## src/rtl/dsmd_pkg.sv

```systemverilog
/*
  Package for the DIFFSENS mode detector: mode encodings, comparator layout,
  register map, field positions and timing counts.
  Assumes a 250 MHz pclk and an APB master with 32-bit data.
*/
package dsmd_pkg;
  // Clock period in ps and the settle interval in ms
  localparam int unsigned DSMD_CLK_PS = 4000;
  localparam int unsigned DSMD_SETTLE_MS = 100;
  localparam longint unsigned DSMD_SETTLE_CYC = (longint'(DSMD_SETTLE_MS) * 64'd1000000000) / DSMD_CLK_PS;

  // Comparator thresholds in mV, for reference only; the analog side does the compare
  localparam int unsigned DSMD_THR_LVD_LO_MV = 700;
  localparam int unsigned DSMD_THR_LVD_HI_MV = 1900;
  localparam int unsigned DSMD_THR_HVD_MV = 2400;

  // Comparator inputs: [0] vin >= 0,7V, [1] vin > 1,9V, [2] vin >= 2,4V
  localparam int DSMD_CMP_LVD_LO = 0;
  localparam int DSMD_CMP_LVD_HI = 1;
  localparam int DSMD_CMP_HVD = 2;

  typedef enum logic [1:0] {
    DSMD_MODE_SE = 2'h0,
    DSMD_MODE_LVD = 2'h1,
    DSMD_MODE_HVD = 2'h2,
    DSMD_MODE_IND = 2'h3
  } dsmd_mode_t;

  typedef enum logic [3:0] {
    DSMD_ST_POWERUP = 4'h1,
    DSMD_ST_STABILIZE = 4'h2,
    DSMD_ST_RUN = 4'h4,
    DSMD_ST_SWITCH = 4'h8
  } dsmd_state_t;

  // Driver side controls as one bundle
  typedef struct packed {
    logic drv_hiz;
    logic se_en;
    logic lvd_en;
    logic gnd_drv_en;
    logic term_se;
    logic term_lvd;
  } dsmd_ctrl_t;

  // Register offsets
  localparam logic [11:0] DSMD_OFF_CTRL = 12'h000;
  localparam logic [11:0] DSMD_OFF_STATUS = 12'h004;
  localparam logic [11:0] DSMD_OFF_IRQ_STAT = 12'h008;
  localparam logic [11:0] DSMD_OFF_IRQ_MASK = 12'h00C;

  // CTRL fields
  localparam int DSMD_CTRL_TERM_EN = 0;
  localparam int DSMD_CTRL_DIFFSENS_DRV = 1;
  localparam logic [1:0] DSMD_CTRL_RST = 2'h3;

  // STATUS fields
  localparam int DSMD_ST_ACTIVE_LSB = 0;
  localparam int DSMD_ST_RAW_LSB = 2;
  localparam int DSMD_ST_READY = 4;
  localparam int DSMD_ST_FSM_LSB = 8;

  // Interrupt events
  localparam int DSMD_EV_MODE_CHG = 0;
  localparam int DSMD_EV_READY = 1;
  localparam int DSMD_EV_HVD = 2;
  localparam int DSMD_EV_N = 3;
  localparam logic [DSMD_EV_N-1:0] DSMD_MASK_RST = 3'h0;
endpackage

```

## src/rtl/dsmd_detector.sv

```systemverilog
/*
  DIFFSENS mode detector: classifies the comparator outputs, debounces the
  mode, sequences driver enables from power-up and keeps an APB register file.
  Assumes comparator inputs are already synchronous to pclk and that presetn
  is a power-good reset.
*/
// Implementation choices: register access over APB and the register offsets.
`timescale 1ns/1ps
module dsmd_detector
  import dsmd_pkg::*;
#(
  parameter longint unsigned SETTLE_CYC = DSMD_SETTLE_CYC
) (
  input wire logic pclk,
  input wire logic presetn,
  input wire logic psel,
  input wire logic penable,
  input wire logic pwrite,
  input wire logic [11:0] paddr,
  input wire logic [31:0] pwdata,
  output logic [31:0] prdata,
  output logic pready,
  output logic pslverr,
  input wire logic [2:0] diffsens_cmp,
  output logic drv_hiz,
  output logic se_en,
  output logic lvd_en,
  output logic gnd_drv_en,
  output logic term_se,
  output logic term_lvd,
  output logic diffsens_drv_en,
  output logic [1:0] bus_mode,
  output logic irq
);

  localparam int CW = 32;

  dsmd_mode_t raw_mode;
  dsmd_mode_t cand_reg;
  dsmd_mode_t active_reg;
  dsmd_state_t state_reg;
  logic [CW-1:0] cnt_reg;
  logic cnt_done;
  logic [1:0] ctrl_reg;
  logic [DSMD_EV_N-1:0] ev_stat_reg;
  logic [DSMD_EV_N-1:0] ev_mask_reg;
  logic [DSMD_EV_N-1:0] ev_set;
  logic ready_reg;
  dsmd_ctrl_t ctrl_next;
  logic apb_access;
  logic apb_rd_stat;

  // Band classification; the gap between LVD and HVD maps to indeterminate
  always_comb begin
    if (diffsens_cmp[DSMD_CMP_HVD]) begin
      raw_mode = DSMD_MODE_HVD;
    end else if (diffsens_cmp[DSMD_CMP_LVD_HI]) begin
      raw_mode = DSMD_MODE_IND;
    end else if (diffsens_cmp[DSMD_CMP_LVD_LO]) begin
      raw_mode = DSMD_MODE_LVD;
    end else begin
      raw_mode = DSMD_MODE_SE;
    end
  end

  assign cnt_done = (cnt_reg >= CW'(SETTLE_CYC - 1));

  // Candidate mode tracks the raw class
  always_ff @(posedge pclk or negedge presetn) begin
    if (!presetn) begin
      cand_reg <= DSMD_MODE_IND;
    end else begin
      cand_reg <= raw_mode;
    end
  end

  // Interval counter; in power-up it counts free, elsewhere it restarts on any change
  always_ff @(posedge pclk or negedge presetn) begin
    if (!presetn) begin
      cnt_reg <= '0;
    end else if (state_reg == DSMD_ST_POWERUP) begin
      cnt_reg <= cnt_done ? '0 : cnt_reg + CW'(1);
    end else if (raw_mode != cand_reg || raw_mode == DSMD_MODE_IND || raw_mode == active_reg) begin
      cnt_reg <= '0;
    end else if (!cnt_done) begin
      cnt_reg <= cnt_reg + CW'(1);
    end
  end

  // Sequencer
  always_ff @(posedge pclk or negedge presetn) begin
    if (!presetn) begin
      state_reg <= DSMD_ST_POWERUP;
      active_reg <= DSMD_MODE_IND;
      ready_reg <= 1'b0;
    end else begin
      case (state_reg)
        DSMD_ST_POWERUP: begin
          if (cnt_done) begin
            state_reg <= DSMD_ST_STABILIZE;
          end
        end
        DSMD_ST_STABILIZE: begin
          if (cnt_done && cand_reg == raw_mode && raw_mode != DSMD_MODE_IND) begin
            active_reg <= raw_mode;
            ready_reg <= 1'b1;
            state_reg <= DSMD_ST_RUN;
          end
        end
        DSMD_ST_RUN: begin
          // The counter still reads done on the first cycle here, so the new mode must differ
          if (cnt_done && cand_reg == raw_mode && raw_mode != DSMD_MODE_IND && raw_mode != active_reg) begin
            state_reg <= DSMD_ST_SWITCH;
          end
        end
        DSMD_ST_SWITCH: begin
          active_reg <= cand_reg;
          state_reg <= DSMD_ST_RUN;
        end
        default: begin
          state_reg <= DSMD_ST_POWERUP;
        end
      endcase
    end
  end

  // Driver and termination controls from the active mode
  always_comb begin
    ctrl_next = '0;
    ctrl_next.drv_hiz = 1'b1;
    if (ready_reg) begin
      case (active_reg)
        DSMD_MODE_SE: begin
          ctrl_next.drv_hiz = 1'b0;
          ctrl_next.se_en = 1'b1;
          ctrl_next.gnd_drv_en = 1'b1;
          ctrl_next.term_se = ctrl_reg[DSMD_CTRL_TERM_EN];
        end
        DSMD_MODE_LVD: begin
          ctrl_next.drv_hiz = 1'b0;
          ctrl_next.lvd_en = 1'b1;
          ctrl_next.term_lvd = ctrl_reg[DSMD_CTRL_TERM_EN];
        end
        DSMD_MODE_HVD: begin
          ctrl_next.drv_hiz = 1'b1;
        end
        default: begin
          ctrl_next.drv_hiz = 1'b1;
        end
      endcase
    end
  end

  // Registered outputs
  always_ff @(posedge pclk or negedge presetn) begin
    if (!presetn) begin
      drv_hiz <= 1'b1;
      se_en <= 1'b0;
      lvd_en <= 1'b0;
      gnd_drv_en <= 1'b0;
      term_se <= 1'b0;
      term_lvd <= 1'b0;
      diffsens_drv_en <= 1'b0;
      bus_mode <= DSMD_MODE_IND;
    end else begin
      drv_hiz <= ctrl_next.drv_hiz;
      se_en <= ctrl_next.se_en;
      lvd_en <= ctrl_next.lvd_en;
      gnd_drv_en <= ctrl_next.gnd_drv_en;
      term_se <= ctrl_next.term_se;
      term_lvd <= ctrl_next.term_lvd;
      // Sourcing continues in every mode; the line is still monitored meanwhile
      diffsens_drv_en <= ctrl_reg[DSMD_CTRL_TERM_EN] & ctrl_reg[DSMD_CTRL_DIFFSENS_DRV];
      bus_mode <= active_reg;
    end
  end

  // APB: zero wait states
  assign apb_access = psel & penable;
  assign apb_rd_stat = apb_access & ~pwrite & (paddr == DSMD_OFF_IRQ_STAT);

  always_ff @(posedge pclk or negedge presetn) begin
    if (!presetn) begin
      ctrl_reg <= DSMD_CTRL_RST;
      ev_mask_reg <= DSMD_MASK_RST;
    end else if (apb_access && pwrite) begin
      if (paddr == DSMD_OFF_CTRL) begin
        ctrl_reg <= pwdata[1:0];
      end
      if (paddr == DSMD_OFF_IRQ_MASK) begin
        ev_mask_reg <= pwdata[DSMD_EV_N-1:0];
      end
    end
  end

  always_comb begin
    ev_set = '0;
    ev_set[DSMD_EV_MODE_CHG] = (state_reg == DSMD_ST_SWITCH);
    ev_set[DSMD_EV_READY] = (state_reg == DSMD_ST_STABILIZE) && cnt_done && cand_reg == raw_mode &&
                            raw_mode != DSMD_MODE_IND;
    ev_set[DSMD_EV_HVD] = (state_reg == DSMD_ST_SWITCH) && (cand_reg == DSMD_MODE_HVD);
  end

  // Read clears; an event in the same cycle wins
  always_ff @(posedge pclk or negedge presetn) begin
    if (!presetn) begin
      ev_stat_reg <= '0;
    end else begin
      ev_stat_reg <= (apb_rd_stat ? '0 : ev_stat_reg) | ev_set;
    end
  end

  always_ff @(posedge pclk or negedge presetn) begin
    if (!presetn) begin
      irq <= 1'b0;
    end else begin
      irq <= |(((apb_rd_stat ? '0 : ev_stat_reg) | ev_set) & ev_mask_reg);
    end
  end

  always_ff @(posedge pclk or negedge presetn) begin
    if (!presetn) begin
      prdata <= '0;
      pready <= 1'b0;
      pslverr <= 1'b0;
    end else begin
      pready <= psel & ~penable;
      pslverr <= 1'b0;
      prdata <= '0;
      if (psel && !penable) begin
        case (paddr)
          DSMD_OFF_CTRL: prdata <= {30'h0, ctrl_reg};
          DSMD_OFF_STATUS: prdata <= {20'h0, state_reg, 3'h0, ready_reg, cand_reg, active_reg};
          // Events landing now are reported, since the access edge clears them
          DSMD_OFF_IRQ_STAT: prdata <= {29'h0, ev_stat_reg | ev_set};
          DSMD_OFF_IRQ_MASK: prdata <= {29'h0, ev_mask_reg};
          default: pslverr <= 1'b1;
        endcase
      end
    end
  end

endmodule

```

## config.mk

```make
export PLATFORM = sky130hd
export DESIGN_NAME = dsmd_detector
export DESIGN_NICKNAME = d
export VERILOG_FILES = /design/src/rtl/dsmd_pkg.sv /design/src/rtl/dsmd_detector.sv
export SDC_FILE = /design/constraint.sdc
export NUM_CORES = 1
export LEC_CHECK = 0
export BUFFER_PORTS_ARGS = -buffer_cell sky130_fd_sc_hd__buf_2
export CAP_MARGIN = 25
export CORE_MARGIN = 10
export CORE_UTILIZATION = 56
export DETAILED_ROUTE_END_ITERATION = 8
export PLACE_DENSITY = 0.91
export SYNTH_ARGS = -nofsm -noshare
export SYNTH_HDL_FRONTEND = slang
export SYNTH_SLANG_ARGS = --single-unit
```

## constraint.sdc

```tcl
create_clock -name pclk -period 5.5 [get_ports pclk]
set_input_delay 0.55 -clock pclk [delete_from_list [all_inputs] [get_ports pclk]]
set_output_delay 0.55 -clock pclk [all_outputs]
set_load 0.05 [all_outputs]
```

==> reports/qor_table.md, run 1 <==
| Group | Metric | Reported |
|:---|:---|:---|
| power and ir drop | Switching share of power | 0.316 |
| drt | Initial DRC Count | 165 |
| die | Std cell rows | 28 |
| setup path | Cells on worst reg2reg path | 8 |
| power and ir drop | Total power consumption of the routed design | 1130 µW |
| sta | Worst-margin pin slew | 822 ps |
| setup path | Reg-to-Reg End | cnt_reg[21] |
| placement | Count of input and output buffers | 43 |
| drt | DRC violation count after routing | 0 |
| drt | Total Routed Length | 7110 µm |
| drt | Pre-Repair DR Iteration Count | 4 |
| power and ir drop | Internal | 770 µW |
| final layout | Diode insertion count for antenna repair | 0 |
| grt | Via count of the first global-routing pass | 2,577 |
| final layout | Final Net Count | 433 |
| synthesis | Yosys top cell area share | 0.429 |
| power and ir drop | Switching power of the nets | 356 µW |
| sta | Share of the cycle needed by the critical path after routing | 0.509 |
| sta | Worst clock skew | 8.43 ps |
| synthesis | Top cell type by total area after synthesis | dfrtp_1 |
| cts | Hold buffers post-CTS | 0 |
| sta | Post-layout worst setup margin | 2700 ps |
| cts | Number of sinks on the clock net | 69 |
| grt | Gr ovfl total | 0 |
| power and ir drop | Power density over the cells | 297 nW/µm² |
| cts | Number of clock buffers inserted by TritonCTS | 9 |
| final layout | Area delta synth->final | 10.1% |
| drt | Via count | 2,600 |
| synthesis | Combinational family with the most area after synthesis | simple AND/OR/NAND/NOR gates |
| sta | Setup repair after global routing missed its margin | false |
| drt | Wirelength per Cell | 15.5 µm |
| power and ir drop | Largest voltage drop on the vdd net | 0.168 mV |
| power and ir drop | Clk network pwr share | 0.331 |
| cts | # resized after CTS | 0 |
| final layout | Layout cells sized above 1 | 0.231 |
| synthesis | Most used flip-flop cell after synthesis | dfrtp_1 |
| synthesis | Post-synthesis sequential area ratio | 0.506 |
| die | Total core area | 5960 µm² |
| setup path | Category of the critical setup timing path | flip-flop to flip-flop |
| final layout | Top library cells by usage in the layout, fill and taps aside | dfrtp_1, buf_2, nor2_1, conb_1, a21oi_1 |
| synthesis | Share of cell area taken by muxes after synthesis | 0.0258 |
| die | Die ar. | 9680 µm² |
| synthesis | Number of warnings reported in the yosys synthesis log | 0 |
| run status | Result of the run | finished, final reports clean |
| setup path | Kind of end point of the critical path | flip-flop |
| cts | Clock tree root driver cell | clkbuf_8 |
| setup path | Startpoint of the most critical register-to-register path | cnt_reg[1] |
| placement | Setup WS pre-CTS | 2640 ps |
| drt | Mean number of vias per cell | 5.65 |
| die | Horizontal die dimension | 98.4 µm |
| synthesis | Post-synthesis share of cell area spent on xor and xnor gates | 0.0458 |
| drt | Number of nets with antenna violations after routing | 0 |
| setup path | Launching element of the worst setup path | cnt_reg[1] |
| power and ir drop | Combinational group share of total power | 0.185 |
| sta | Worst slew margin | 0.452 |
| cts | CTS tree | done |
| synthesis | Cell count after synthesis | 338 |
| grt | Maximum number of pins on one net before global-route repair | 70 |
| setup path | Internal reg-to-reg setup slack | 2700 ps |
| grt | Wire length of the first global-routing pass | 12,100 µm |
| cts | Clock network latency to the later pin of the worst-skew pair | 340 ps |
| sta | Total Neg Setup Slack | 0 ps |
| worst hold path | Worst hold path type | input port to async pin |
| cts | Number of setup buffers added after CTS | 0 |
| synthesis | Number of enable flip-flop cells after synthesis | 0 |
| placement | Weighted congestion at the end of routability-driven global placement | 0.844 |
| placement | DP Wirelength | 4980 µm |
| synthesis | Area fraction in compound gates after synthesis | 0.119 |
| final layout | Filler Cell Count | 486 |
| synthesis | Average size of a mapped cell | 10.2 µm² |
| synthesis | Cell types occupying the most area after synthesis | dfrtp_1, dfstp_2, buf_4 |
| synthesis | Number of synthesized register bits | 69 |
| synthesis | Post-Synth Adder-Cell Area | 0.00364 |
| setup path | Type of element launching the critical path | flip-flop |
| setup path | Worst-path maximum fanout | 19 |
| sta | Worst hold slack after final layout | 393 ps |
| die | Die Span Y | 98.4 µm |
| die | Number of top-level pins | 96 |
| sta | # setup viols final | 0 |
| synthesis | Post-synthesis cell area | 3440 µm² |
| setup path | Arrival time worst endpoint | 3030 ps |
| cts | H-tree levels | 3 |
| sta | Highest attainable clock frequency | 357 MHz |
| power and ir drop | Part of the power in registers | 0.484 |
| sta | Final Max Tran Viols | 0 |
| synthesis | Share of synthesized cell area in and, or, nand and nor gates | 0.220 |
| synthesis | Share of flip-flops with an asynchronous set or reset after synthesis | 1.00 |
| setup path | Required time of the critical path | 5730 ps |
| run | Max-cap violations | 0 |
| power and ir drop | Leak | 0.00183 µW |
| sta | Min Tclk post-route | 2800 ps |
| final layout | Number of flip-flops under the largest register name | 32 |
| grt | Number of antenna violations at the first check in global routing | 0 |
| grt | Global-route total usage across every layer | 0.146 |
| cts | Largest buffer count on any clock path | 2 |
| die | Initial core utilization | 0.578 |
| cts | Clock transition at the register clock pins on the worst setup and hold paths after CTS | 70 ps |
| synthesis | Unique masters post-synth | 54 |
| sta | Final-report hold violation count | 0 |
| final layout | Most common cell after layout, fill and taps aside | dfrtp_1 |
-- per-layer routing --
| metal | up-vias | track usage | part of all wire |
|---|---|---|---|
| met5 | - | 0 | 0 |
| met1 | 1260 | 0.169 | 0.42 |
| li1 | 1222 | - | - |
| met4 | 0 | 0.0573 | 0.018 |
| met2 | 102 | 0.242 | 0.48 |
| met3 | 16 | 0.0521 | 0.082 |
-- synth_stat cells (6+ instances only) --
| cell | count |
|---|---|
| dfrtp_1 | 59 |
| nor2_1 | 37 |
| buf_4 | 25 |
| a21oi_1 | 22 |
| nand2_1 | 17 |
| nand3_1 | 16 |
| xnor2_1 | 16 |
| and2_1 | 11 |
| dfstp_2 | 10 |
| nor2b_1 | 10 |
| clkbuf_1 | 9 |
| and3_1 | 8 |
| inv_1 | 7 |
| mux2_2 | 7 |
| nand4_1 | 6 |
| o21ai_0 | 6 |
-- critical path, cell delays in order (launching register included) --
cell and delay, ps:
dfrtp_1 380, ha_1 170, and3_1 170, and3_1 450, o2111ai_2 300, a21oi_4 510
a21oi_1 240, nand3_1 140, mux2_2 330
-- power groups by stage --
stage	sequential [µW]	clock (µW)	combinational [µW]
final	545	373	209
after global routing	548	398	232
after CTS	544	377	208
after detailed placement	554	0	206
after global placement	552	0	204
after floorplan	552	0	174
-- cells by family after synthesis --
logic type,count (synthesis)
AO/OA/AOI/OAI,58
multiplexers,8
buffers and inverters,44
AND/OR/NAND/NOR,139
XOR/XNOR,18
other,1
flip-flops,69
adder cells (fa/ha/maj),1
-- cell type report --
class	count	area, µm²	area share
Multi-Input combinational cell	247	1510	0.400
Clock inverter	4	22.5	0.00594
Clock buffer	12	155	0.0410
Tap cell	75	93.8	0.0248
Timing Repair Buffer	46	238	0.0627
Inverter	7	26.3	0.00694
Sequential cell	69	1740	0.459
-- worst max-delay path by stage --
stage	to	slack, ps	depth (start not counted)
after floorplan	cnt_reg[21]	3110	7
after global placement	cnt_reg[21]	2640	8
after detailed placement	cnt_reg[21]	2640	8
after CTS	cnt_reg[21]	2730	8
after global routing	cnt_reg[21]	2500	8
final	cnt_reg[21]	2700	8
-- metrics by stage --
step | utilization | area [µm²] | std cells
3_3_place_gp | 0.606 | 3610 | 444
5_1_grt | 0.636 | 3790 | 460
2_1_floorplan | - | 3520 | 360
6_report | 0.636 | 3790 | 460
4_1_cts | 0.636 | 3790 | 460
3_5_place_dp | 0.606 | 3610 | 444
Power figures use the tool's default switching activity.
==> run 2, diff against run 1 <==
--- a/config.mk
+++ b/config.mk
@@ -8,9 +8,9 @@
 export BUFFER_PORTS_ARGS = -buffer_cell sky130_fd_sc_hd__buf_2
 export CAP_MARGIN = 25
 export CORE_MARGIN = 10
-export CORE_UTILIZATION = 56
+export CORE_UTILIZATION = 52
 export DETAILED_ROUTE_END_ITERATION = 8
-export PLACE_DENSITY = 0.91
+export PLACE_DENSITY = 0.86
 export SYNTH_ARGS = -nofsm -noshare
 export SYNTH_HDL_FRONTEND = slang
 export SYNTH_SLANG_ARGS = --single-unit
==> constraint.sdc (replaced) <==
create_clock -name pclk -period 2.8 [get_ports pclk]
set_input_delay 0.28 -clock pclk [delete_from_list [all_inputs] [get_ports pclk]]
set_output_delay 0.28 -clock pclk [all_outputs]
set_load 0.05 [all_outputs]
==> run 2 against run 1 <==
  * The run now ends with hold timing left
  * Wire length increased by 0.59%
  * Worst hold slack got worse by 400 ps
  * Clock power up 90%
  * Register-to-register slack got worse by 2300 ps
  * Global-route usage shrank 0.71 points
  * Count of clock-buffer cells in the layout unchanged
  * Sequential power rose by 96%
  * Cell area increased by 1.3%
==> reports/qor_table.md, run 2 (synthesis gave the netlist of run 1 again) <==
| Group | Metric | Reported | vs previous |
|:---|:---|:---|:---|
| power and ir drop | Leak | 0.00185 µW | was 0.00183 µW |
| sta | Worst clock skew | 8.17 ps | was 8.43 ps |
| placement | Placed cell count | 450 | was 444 |
| die | Horizontal die dimension | 101 µm | was 98.4 µm |
| die | Total core area | 6390 µm² | was 5960 µm² |
| sta | Post-layout worst setup margin | 432 ps | was 2700 ps |
| setup path | Worst-path maximum fanout | 6 | was 19 |
| final layout | Diode insertion count for antenna repair | 0 | unchanged |
| run status | Violations in the final reports | hold timing |  |
| setup path | Type of element launching the critical path | flip-flop | unchanged |
| sta | Setup repair after global routing missed its margin | false | unchanged |
| final layout | Layout cells sized above 1 | 0.237 | was 0.231 |
| grt | GR Layer Usage met2 | 0.234 | was 0.242 |
| setup path | Arrival time worst endpoint | 2600 ps | was 3030 ps |
| grt | GR met3 Demand/Resource | 0.0640 | was 0.0521 |
| final layout | Number of flip-flops under the largest register name | 32 | unchanged |
| sta | Final-report hold violation count | 9 | was 0 |
| drt | Total Routed Length | 7150 µm | was 7110 µm |
| grt | Global Route met1 Usage | 0.154 | was 0.169 |
| grt | Maximum number of pins on one net before global-route repair | 36 | was 70 |
| setup path | Kind of end point of the critical path | flip-flop | unchanged |
| sta | Min Tclk post-route | 2370 ps | was 2800 ps |
| cts | # resized after CTS | 0 | unchanged |
| cts | CTS tree | done | unchanged |
| sta | # setup viols final | 0 | unchanged |
| power and ir drop | Power density over the cells | 583 nW/µm² | was 297 nW/µm² |
| placement | DP Wirelength | 5100 µm | was 4980 µm |
| final layout | Top library cells by usage in the layout, fill and taps aside | dfrtp_1, buf_2, nor2_1, conb_1, a21oi_1 | unchanged |
| die | Die ar. | 10,300 µm² | was 9680 µm² |
| grt | Via count of the first global-routing pass | 2,589 | was 2,577 |
| setup path | Required time of the critical path | 3030 ps | was 5730 ps |
| setup path | Category of the critical setup timing path | flip-flop to flip-flop | unchanged |
| cts | Clock transition at the register clock pins on the worst setup and hold paths after CTS | 70 ps | about the same |
| sta | Total Neg Setup Slack | 0 ps | unchanged |
| die | Number of top-level pins | 96 | unchanged |
| sta | Worst slew margin | 0.494 | was 0.452 |
| final layout | Most common cell after layout, fill and taps aside | dfrtp_1 | unchanged |
| cts | Number of sinks on the clock net | 69 | unchanged |
| drt | DRC violation count after routing | 0 | unchanged |
| die | Die Span Y | 101 µm | was 98.4 µm |
| drt | Number of nets with antenna violations after routing | 0 | unchanged |
| drt | Mean number of vias per cell | 5.54 | was 5.65 |
| run | Max-cap violations | 0 | unchanged |
| final layout | Fin cells | 466 | was 460 |
| power and ir drop | Total power consumption of the routed design | 2240 µW | was 1130 µW |
| die | Initial core utilization | 0.539 | was 0.578 |
| cts | Number of setup buffers added after CTS | 0 | unchanged |
| grt | Wire length of the first global-routing pass | 11,700 µm | was 12,100 µm |
| drt | Wirelength per Cell | 15.3 µm | was 15.5 µm |
| cts | Largest buffer count on any clock path | 2 | unchanged |
| sta | Highest attainable clock frequency | 422 MHz | was 357 MHz |
| placement | Setup WS pre-CTS | 463 ps | was 2640 ps |
| placement | Count of input and output buffers | 43 | unchanged |
| grt | Gr ovfl total | 0 | unchanged |
| setup path | Internal reg-to-reg setup slack | 430 ps | was 2700 ps |
| die | Std cell rows | 29 | was 28 |
| run status | Result of the run | complete, but fails checks | was finished, final reports clean |
| worst hold path | Worst hold path type | input port to async pin | unchanged |
| cts | H-tree levels | 3 | unchanged |
| grt | Layer with the highest usage | met2 | unchanged |
| placement | Weighted congestion at the end of routability-driven global placement | 0.823 | was 0.844 |
| sta | Worst hold slack after final layout | -7.83 ps | was 393 ps |
| sta | Share of the cycle needed by the critical path after routing | 0.846 | was 0.509 |
| grt | Number of antenna violations at the first check in global routing | 0 | unchanged |
| drt | Initial DRC Count | 138 | was 165 |
| final layout | Final Net Count | 437 | was 433 |
| drt | Via count | 2,583 | was 2,600 |
| sta | Worst-margin pin slew | 759 ps | was 822 ps |
| grt | Global-route total usage across every layer | 0.139 | was 0.146 |
| cts | Number of clock buffers inserted by TritonCTS | 9 | unchanged |
| final layout | Filler Cell Count | 545 | was 486 |
| power and ir drop | Largest voltage drop on the vdd net | 0.319 mV | was 0.168 mV |
| sta | Final Max Tran Viols | 0 | unchanged |
| drt | Pre-Repair DR Iteration Count | 4 | unchanged |
| cts | Clock tree root driver cell | clkbuf_8 | unchanged |
| cts | Clock network latency to the later pin of the worst-skew pair | 350 ps | was 340 ps |
| final layout | Area delta synth->final | 11.6% | was 10.1% |
| cts | Hold buffers post-CTS | 0 | unchanged |
run 2: changes by cell type in the layout (fill, tap and decap cells not counted), sizes merged:
cell and change:
clkinv -1, clkinvlp +1, buf +4
run 2: worst max-delay path: stages, from the launching register on:
cell and delay (ps):
dfrtp_1 400, ha_1 230, and3_1 200, and3_1 210, o2111ai_2 330, a21oi_4 130, a21oi_1 340, nand3_1 140
mux2_2 280
run 2: final timing paths:
kind / start / endpoint / cells after the start
min in group pclk: penable / pready / 2
min reg2reg: active_reg[0] / bus_mode[0] / 0
max reg2reg: cnt_reg[0] / cnt_reg[21] / 8
max in group asynchronous: presetn / state_reg[0] / 2
max: cnt_reg[0] / cnt_reg[21] / 8
min: presetn / prdata[10] / 1
run 2: layout make-up:
type | count | area (µm²) | area share
clock inverter | 4 | 25.0 | 0.00652
timing repair buffer | 50 | 293 | 0.0763
multi-input combinational | 247 | 1510 | 0.394
inverter | 7 | 26.3 | 0.00684
tap | 77 | 96.3 | 0.0251
clock buffer | 12 | 145 | 0.0378
sequential | 69 | 1740 | 0.453
run 2: per-layer routing:
metal,share of wire,vias up
li1,-,1233
met1,0.40,1261
met2,0.48,81
met3,0.10,8
met4,0.011,0
met5,0,-
run 2: report_power, final:
group	internal, µW	switching [µW]
Combinational	145	314
Clock	343	366
Sequential	1040	32.8
run 2: per-stage QoR:
| step | area [µm²] | utilization |
|---|---|---|
| floorplan | 3520 | - |
| global placement | 3670 | 0.574 |
| detailed placement | 3670 | 0.574 |
| CTS | 3840 | 0.601 |
| global route | 3840 | 0.601 |
| finish | 3840 | 0.601 |
==> run 3, diff against run 2 <==
--- a/config.mk
+++ b/config.mk
@@ -5,10 +5,11 @@
 export SDC_FILE = /design/constraint.sdc
 export NUM_CORES = 1
 export LEC_CHECK = 0
+export ABC_AREA = 1
 export BUFFER_PORTS_ARGS = -buffer_cell sky130_fd_sc_hd__buf_2
 export CAP_MARGIN = 25
 export CORE_MARGIN = 10
-export CORE_UTILIZATION = 52
+export CORE_UTILIZATION = 53
 export DETAILED_ROUTE_END_ITERATION = 8
 export PLACE_DENSITY = 0.86
 export SYNTH_ARGS = -nofsm -noshare
==> constraint.sdc (replaced) <==
create_clock -name pclk -period 2.3 [get_ports pclk]
set_input_delay 0.23 -clock pclk [delete_from_list [all_inputs] [get_ports pclk]]
set_output_delay 0.23 -clock pclk [all_outputs]
set_load 0.05 [all_outputs]
==> run 3 against run 2 <==
  * The flow now finishes without violations
  * Non-clock buffer count down 2
  * Worst setup slack worse by 220 ps
  * Sequential share of layout area down 4.3 points
  * Utilization up 1.3 points
  * Clock power up 43%
  * Power up 13%
  * Cell area up 11%
  * Synthesized cell count up 43%
  * Maximum frequency up 14%
  * Die area up 7.0%
==> reports/qor_table.md, run 3 <==
| Group | Metric | Reported | vs previous |
|:---|:---|:---|:---|
| placement | DP Wirelength | 6490 µm | was 5100 µm |
| drt | Via count | 3,286 | was 2,583 |
| drt | Initial DRC Count | 260 | was 138 |
| sta | # setup viols final | 0 | unchanged |
| worst hold path | Worst hold stages | 2 |  |
| synthesis | Post-synthesis cell area | 3810 µm² | was 3440 µm² |
| cts | Number of sinks on the clock net | 69 | unchanged |
| grt | Gr ovfl total | 0 | unchanged |
| grt | Wire length of the first global-routing pass | 15,000 µm | was 11,700 µm |
| cts | Clock tree root driver cell | clkbuf_8 | unchanged |
| die | Number of top-level pins | 96 | unchanged |
| synthesis | Top cell types by occurrence after synthesis | nand2_1, nor2_1, inv_1, dfrtp_1, nand3_1 | was dfrtp_1, nor2_1, buf_4, a21oi_1, nand2_1 |
| grt | Number of antenna violations at the first check in global routing | 0 | unchanged |
| synthesis | Average size of a mapped cell | 7.88 µm² | was 10.2 µm² |
| final layout | Final Net Count | 584 | was 437 |
| grt | Via count of the first global-routing pass | 3,209 | was 2,589 |
| sta | Final Max Tran Viols | 0 | unchanged |
| final layout | Area delta synth->final | 11.3% | was 11.6% |
| drt | Total Routed Length | 8990 µm | was 7150 µm |
| synthesis | Number of enable flip-flop cells after synthesis | 0 | unchanged |
| power and ir drop | Total power consumption of the routed design | 2520 µW | was 2240 µW |
| cts | Hold buffers post-CTS | 1 | was 0 |
| final layout | Final standard cell utilization of the core | 0.614 | was 0.601 |
| cts | Largest buffer count on any clock path | 2 | unchanged |
| cts | CTS tree | done | unchanged |
| sta | Min Tclk post-route | 2080 ps | was 2370 ps |
| final layout | Layout cells sized above 1 | 0.179 | was 0.237 |
| cts | Number of clock buffers inserted by TritonCTS | 9 | unchanged |
| setup path | Kind of cell adding the most delay to the critical path | simple AND/OR/NAND/NOR gates | was compound AO/OA/AOI/OAI gates |
| sta | Highest attainable clock frequency | 480 MHz | was 422 MHz |
| cts | Clock network latency to the later pin of the worst-skew pair | 360 ps | was 350 ps |
| sta | Worst-margin pin slew | 677 ps | was 759 ps |
| setup path | Internal reg-to-reg setup slack | 220 ps | was 430 ps |
| drt | Mean number of vias per cell | 5.20 | was 5.54 |
| grt | Global-route total usage across every layer | 0.163 | was 0.139 |
| synthesis | Post-synthesis sequential area ratio | 0.456 | was 0.506 |
| final layout | Diode insertion count for antenna repair | 0 | unchanged |
| cts | Number of setup buffers added after CTS | 0 | unchanged |
| synthesis | Number of synthesized register bits | 69 | unchanged |
| die | Total core area | 6910 µm² | was 6390 µm² |
| sta | Final-report hold violation count | 0 | was 9 |
| grt | Maximum number of pins on one net before global-route repair | 41 | was 36 |
| synthesis | Unique masters post-synth | 37 | was 54 |
| drt | Pre-Repair DR Iteration Count | 5 | was 4 |
| sta | Share of the cycle needed by the critical path after routing | 0.906 | was 0.846 |
| cts | H-tree levels | 3 | unchanged |
| sta | Setup repair after global routing missed its margin | false | unchanged |
| cts | # resized after CTS | 0 | unchanged |
| worst hold path | Hold Crit Start | diffsens_cmp[2] |  |
| synthesis | Yosys top cell area share | 0.387 | was 0.429 |
| setup path | Reg-to-Reg End | active_reg[1] | was cnt_reg[21] |
| setup path | Launching element of the worst setup path | cnt_reg[0] | unchanged |
| synthesis | Most used flip-flop cell after synthesis | dfrtp_1 | unchanged |
| placement | Count of input and output buffers | 43 | unchanged |
| run status | Result of the run | finished, final reports clean | was complete, but fails checks |
| synthesis | Share of flip-flops with an asynchronous set or reset after synthesis | 1.00 | unchanged |
| synthesis | Number of warnings reported in the yosys synthesis log | 0 | unchanged |
| final layout | Most common cell after layout, fill and taps aside | nand2_1 | was dfrtp_1 |
| setup path | Levels on crit path | 13 | was 8 |
| synthesis | Cell with the most instances after synthesis | nand2_1 | was dfrtp_1 |
| drt | Number of nets with antenna violations after routing | 0 | unchanged |
| power and ir drop | Largest voltage drop on the vdd net | 0.304 mV | was 0.319 mV |
| synthesis | Cell types occupying the most area after synthesis | dfrtp_1, nand2_1, dfstp_2 | was dfrtp_1, dfstp_2, buf_4 |
| synthesis | Top cell type by total area after synthesis | dfrtp_1 | unchanged |
| setup path | Worst-path maximum fanout | 14 | was 6 |
| drt | Wirelength per Cell | 14.2 µm | was 15.3 µm |
| power and ir drop | Leak | 0.00219 µW | was 0.00185 µW |
| setup path | Type of element launching the critical path | flip-flop | unchanged |
| setup path | Cells on worst reg2reg path | 13 | was 8 |
| run | Max-cap violations | 0 | unchanged |
| final layout | Number of flip-flops under the largest register name | 32 | unchanged |
| setup path | Required time of the critical path | 2580 ps | was 3030 ps |
| worst hold path | Endpoint of the worst hold-timing path | cand_reg[0] |  |
| setup path | Crit path buffers/inverters | 0 | unchanged |
| setup path | Cell with the most instances on the worst path | nand2_1 | was and3_1 |
| sta | Worst slew margin | 0.549 | was 0.494 |
| setup path | Slowest stage cell on the critical path | dfrtp_1 | unchanged |
| setup path | Biggest cell delay along the critical path | 470 ps | was 400 ps |
| placement | Weighted congestion at the end of routability-driven global placement | 0.956 | was 0.823 |
| setup path | Category of the critical setup timing path | flip-flop to flip-flop | unchanged |
| setup path | Worst path cell trace | ha_1 > nand2_2 > nor2_4 > nand2_2 > nand2_1 > nand2_1 > nand2_1 > nand2_1 > nand2_4 > nand3_2 > nand2_1 > o21ai_1 > o21ai_0 | was ha_1 > and3_1 > and3_1 > o2111ai_2 > a21oi_4 > a21oi_1 > nand3_1 > mux2_2 |
| final layout | Top library cells by usage in the layout, fill and taps aside | nand2_1, nor2_1, inv_1, dfrtp_1, buf_2 | was dfrtp_1, buf_2, nor2_1, conb_1, a21oi_1 |
| die | Initial core utilization | 0.552 | was 0.539 |
| setup path | Kind of end point of the critical path | flip-flop | unchanged |
| sta | Worst clock skew | 14.3 ps | was 8.17 ps |
| die | Die ar. | 11,000 µm² | was 10,300 µm² |
| drt | DRC violation count after routing | 0 | unchanged |
| die | Std cell rows | 30 | was 29 |
| power and ir drop | Power density over the cells | 594 nW/µm² | was 583 nW/µm² |
| die | Horizontal die dimension | 105 µm | was 101 µm |
| worst hold path | Worst hold path type | input port to flip-flop | was input port to async pin |
| cts | Clock transition at the register clock pins on the worst setup and hold paths after CTS | 90 ps | was 70 ps |
| sta | Total Neg Setup Slack | 0 ps | unchanged |
| die | Die Span Y | 105 µm | was 101 µm |
| setup path | Startpoint of the most critical register-to-register path | cnt_reg[0] | unchanged |
| synthesis | Cell count after synthesis | 484 | was 338 |
| setup path | Arrival time worst endpoint | 2370 ps | was 2600 ps |
-- run 3: cell types whose count changed in the layout (fill, tap and decap cells not counted), sizes merged, moves of 14 or more --
cell / previous run / this run
xnor2: 16 / 0
nand3: 16 / 42
nor2: 38 / 67
nand2: 17 / 108
nor3: 2 / 17
a21oi: 24 / 10
inv: 7 / 68
-- run 3: worst register-to-register path, stage by stage (launching register included) --
cell and delay [ps]:
dfrtp_1 470, ha_1 220, nand2_2 90, nor2_4 190, nand2_2 80, nand2_1 70
nand2_1 50, nand2_1 90, nand2_1 90, nand2_4 170, nand3_2 170, nand2_1 170
o21ai_1 90, o21ai_0 80
-- run 3: logic make-up after synthesis --
family | after synthesis | synth area share
flip-flops | 69 | 0.456
multiplexers | 1 | 0.00295
other | 1 | 0.000984
XOR/XNOR | 12 | 0.0276
AND/OR/NAND/NOR | 251 | 0.300
AO/OA/AOI/OAI | 48 | 0.0807
buffers and inverters | 101 | 0.128
adder cells (fa/ha/maj) | 1 | 0.00328
-- run 3: final cells by class --
type                    instances  area (µm²)
multi-input cells             336        1670
clock inverters                 6        71.3
flip-flops and latches         69        1740
inverters                      67         251
clock buffers                  10         128
repair buffers                 48         268
fillers                       609        2660
well taps                      96         120
-- run 3: power breakdown --
part	internal (µW)	leakage [µW]	total [µW]	switching (µW)
Sequential	1240	0.000898	1260	24.2
Combinational	49.8	0.00120	255	205
Clock	510	0.0000935	1010	496
Total	1800	0.00219	2520	726
-- run 3: per-layer routing --
metal / vias up / global-route usage / share of wire
li1: 1600 / - / -
met1: 1525 / 0.193 / 0.41
met4: 0 / 0.0735 / 0.026
met2: 139 / 0.273 / 0.50
met5: - / 0 / 0
met3: 22 / 0.0381 / 0.064
-- run 3: through the flow --
stage | instances | area, µm² | setup slack, ps | hold WS, ps
floorplan | 506 | 3890 | 607 | -65.6
global placement | 615 | 4040 | 306 | 288
detailed placement | 615 | 4040 | 275 | 302
CTS | 632 | 4240 | 254 | 47.6
global route | 632 | 4240 | 15.4 | 35.4
finish | 632 | 4240 | 215 | 52.0
-- run 3: how the worst max path moves through the flow --
stage	endpoint	slack, ps
6_report	active_reg[1]	220
5_1_grt	cnt_reg[18]	20
4_1_cts	active_reg[1]	250
3_5_place_dp	cnt_reg[18]	270
3_3_place_gp	cnt_reg[18]	310
2_1_floorplan	cnt_reg[11]	610
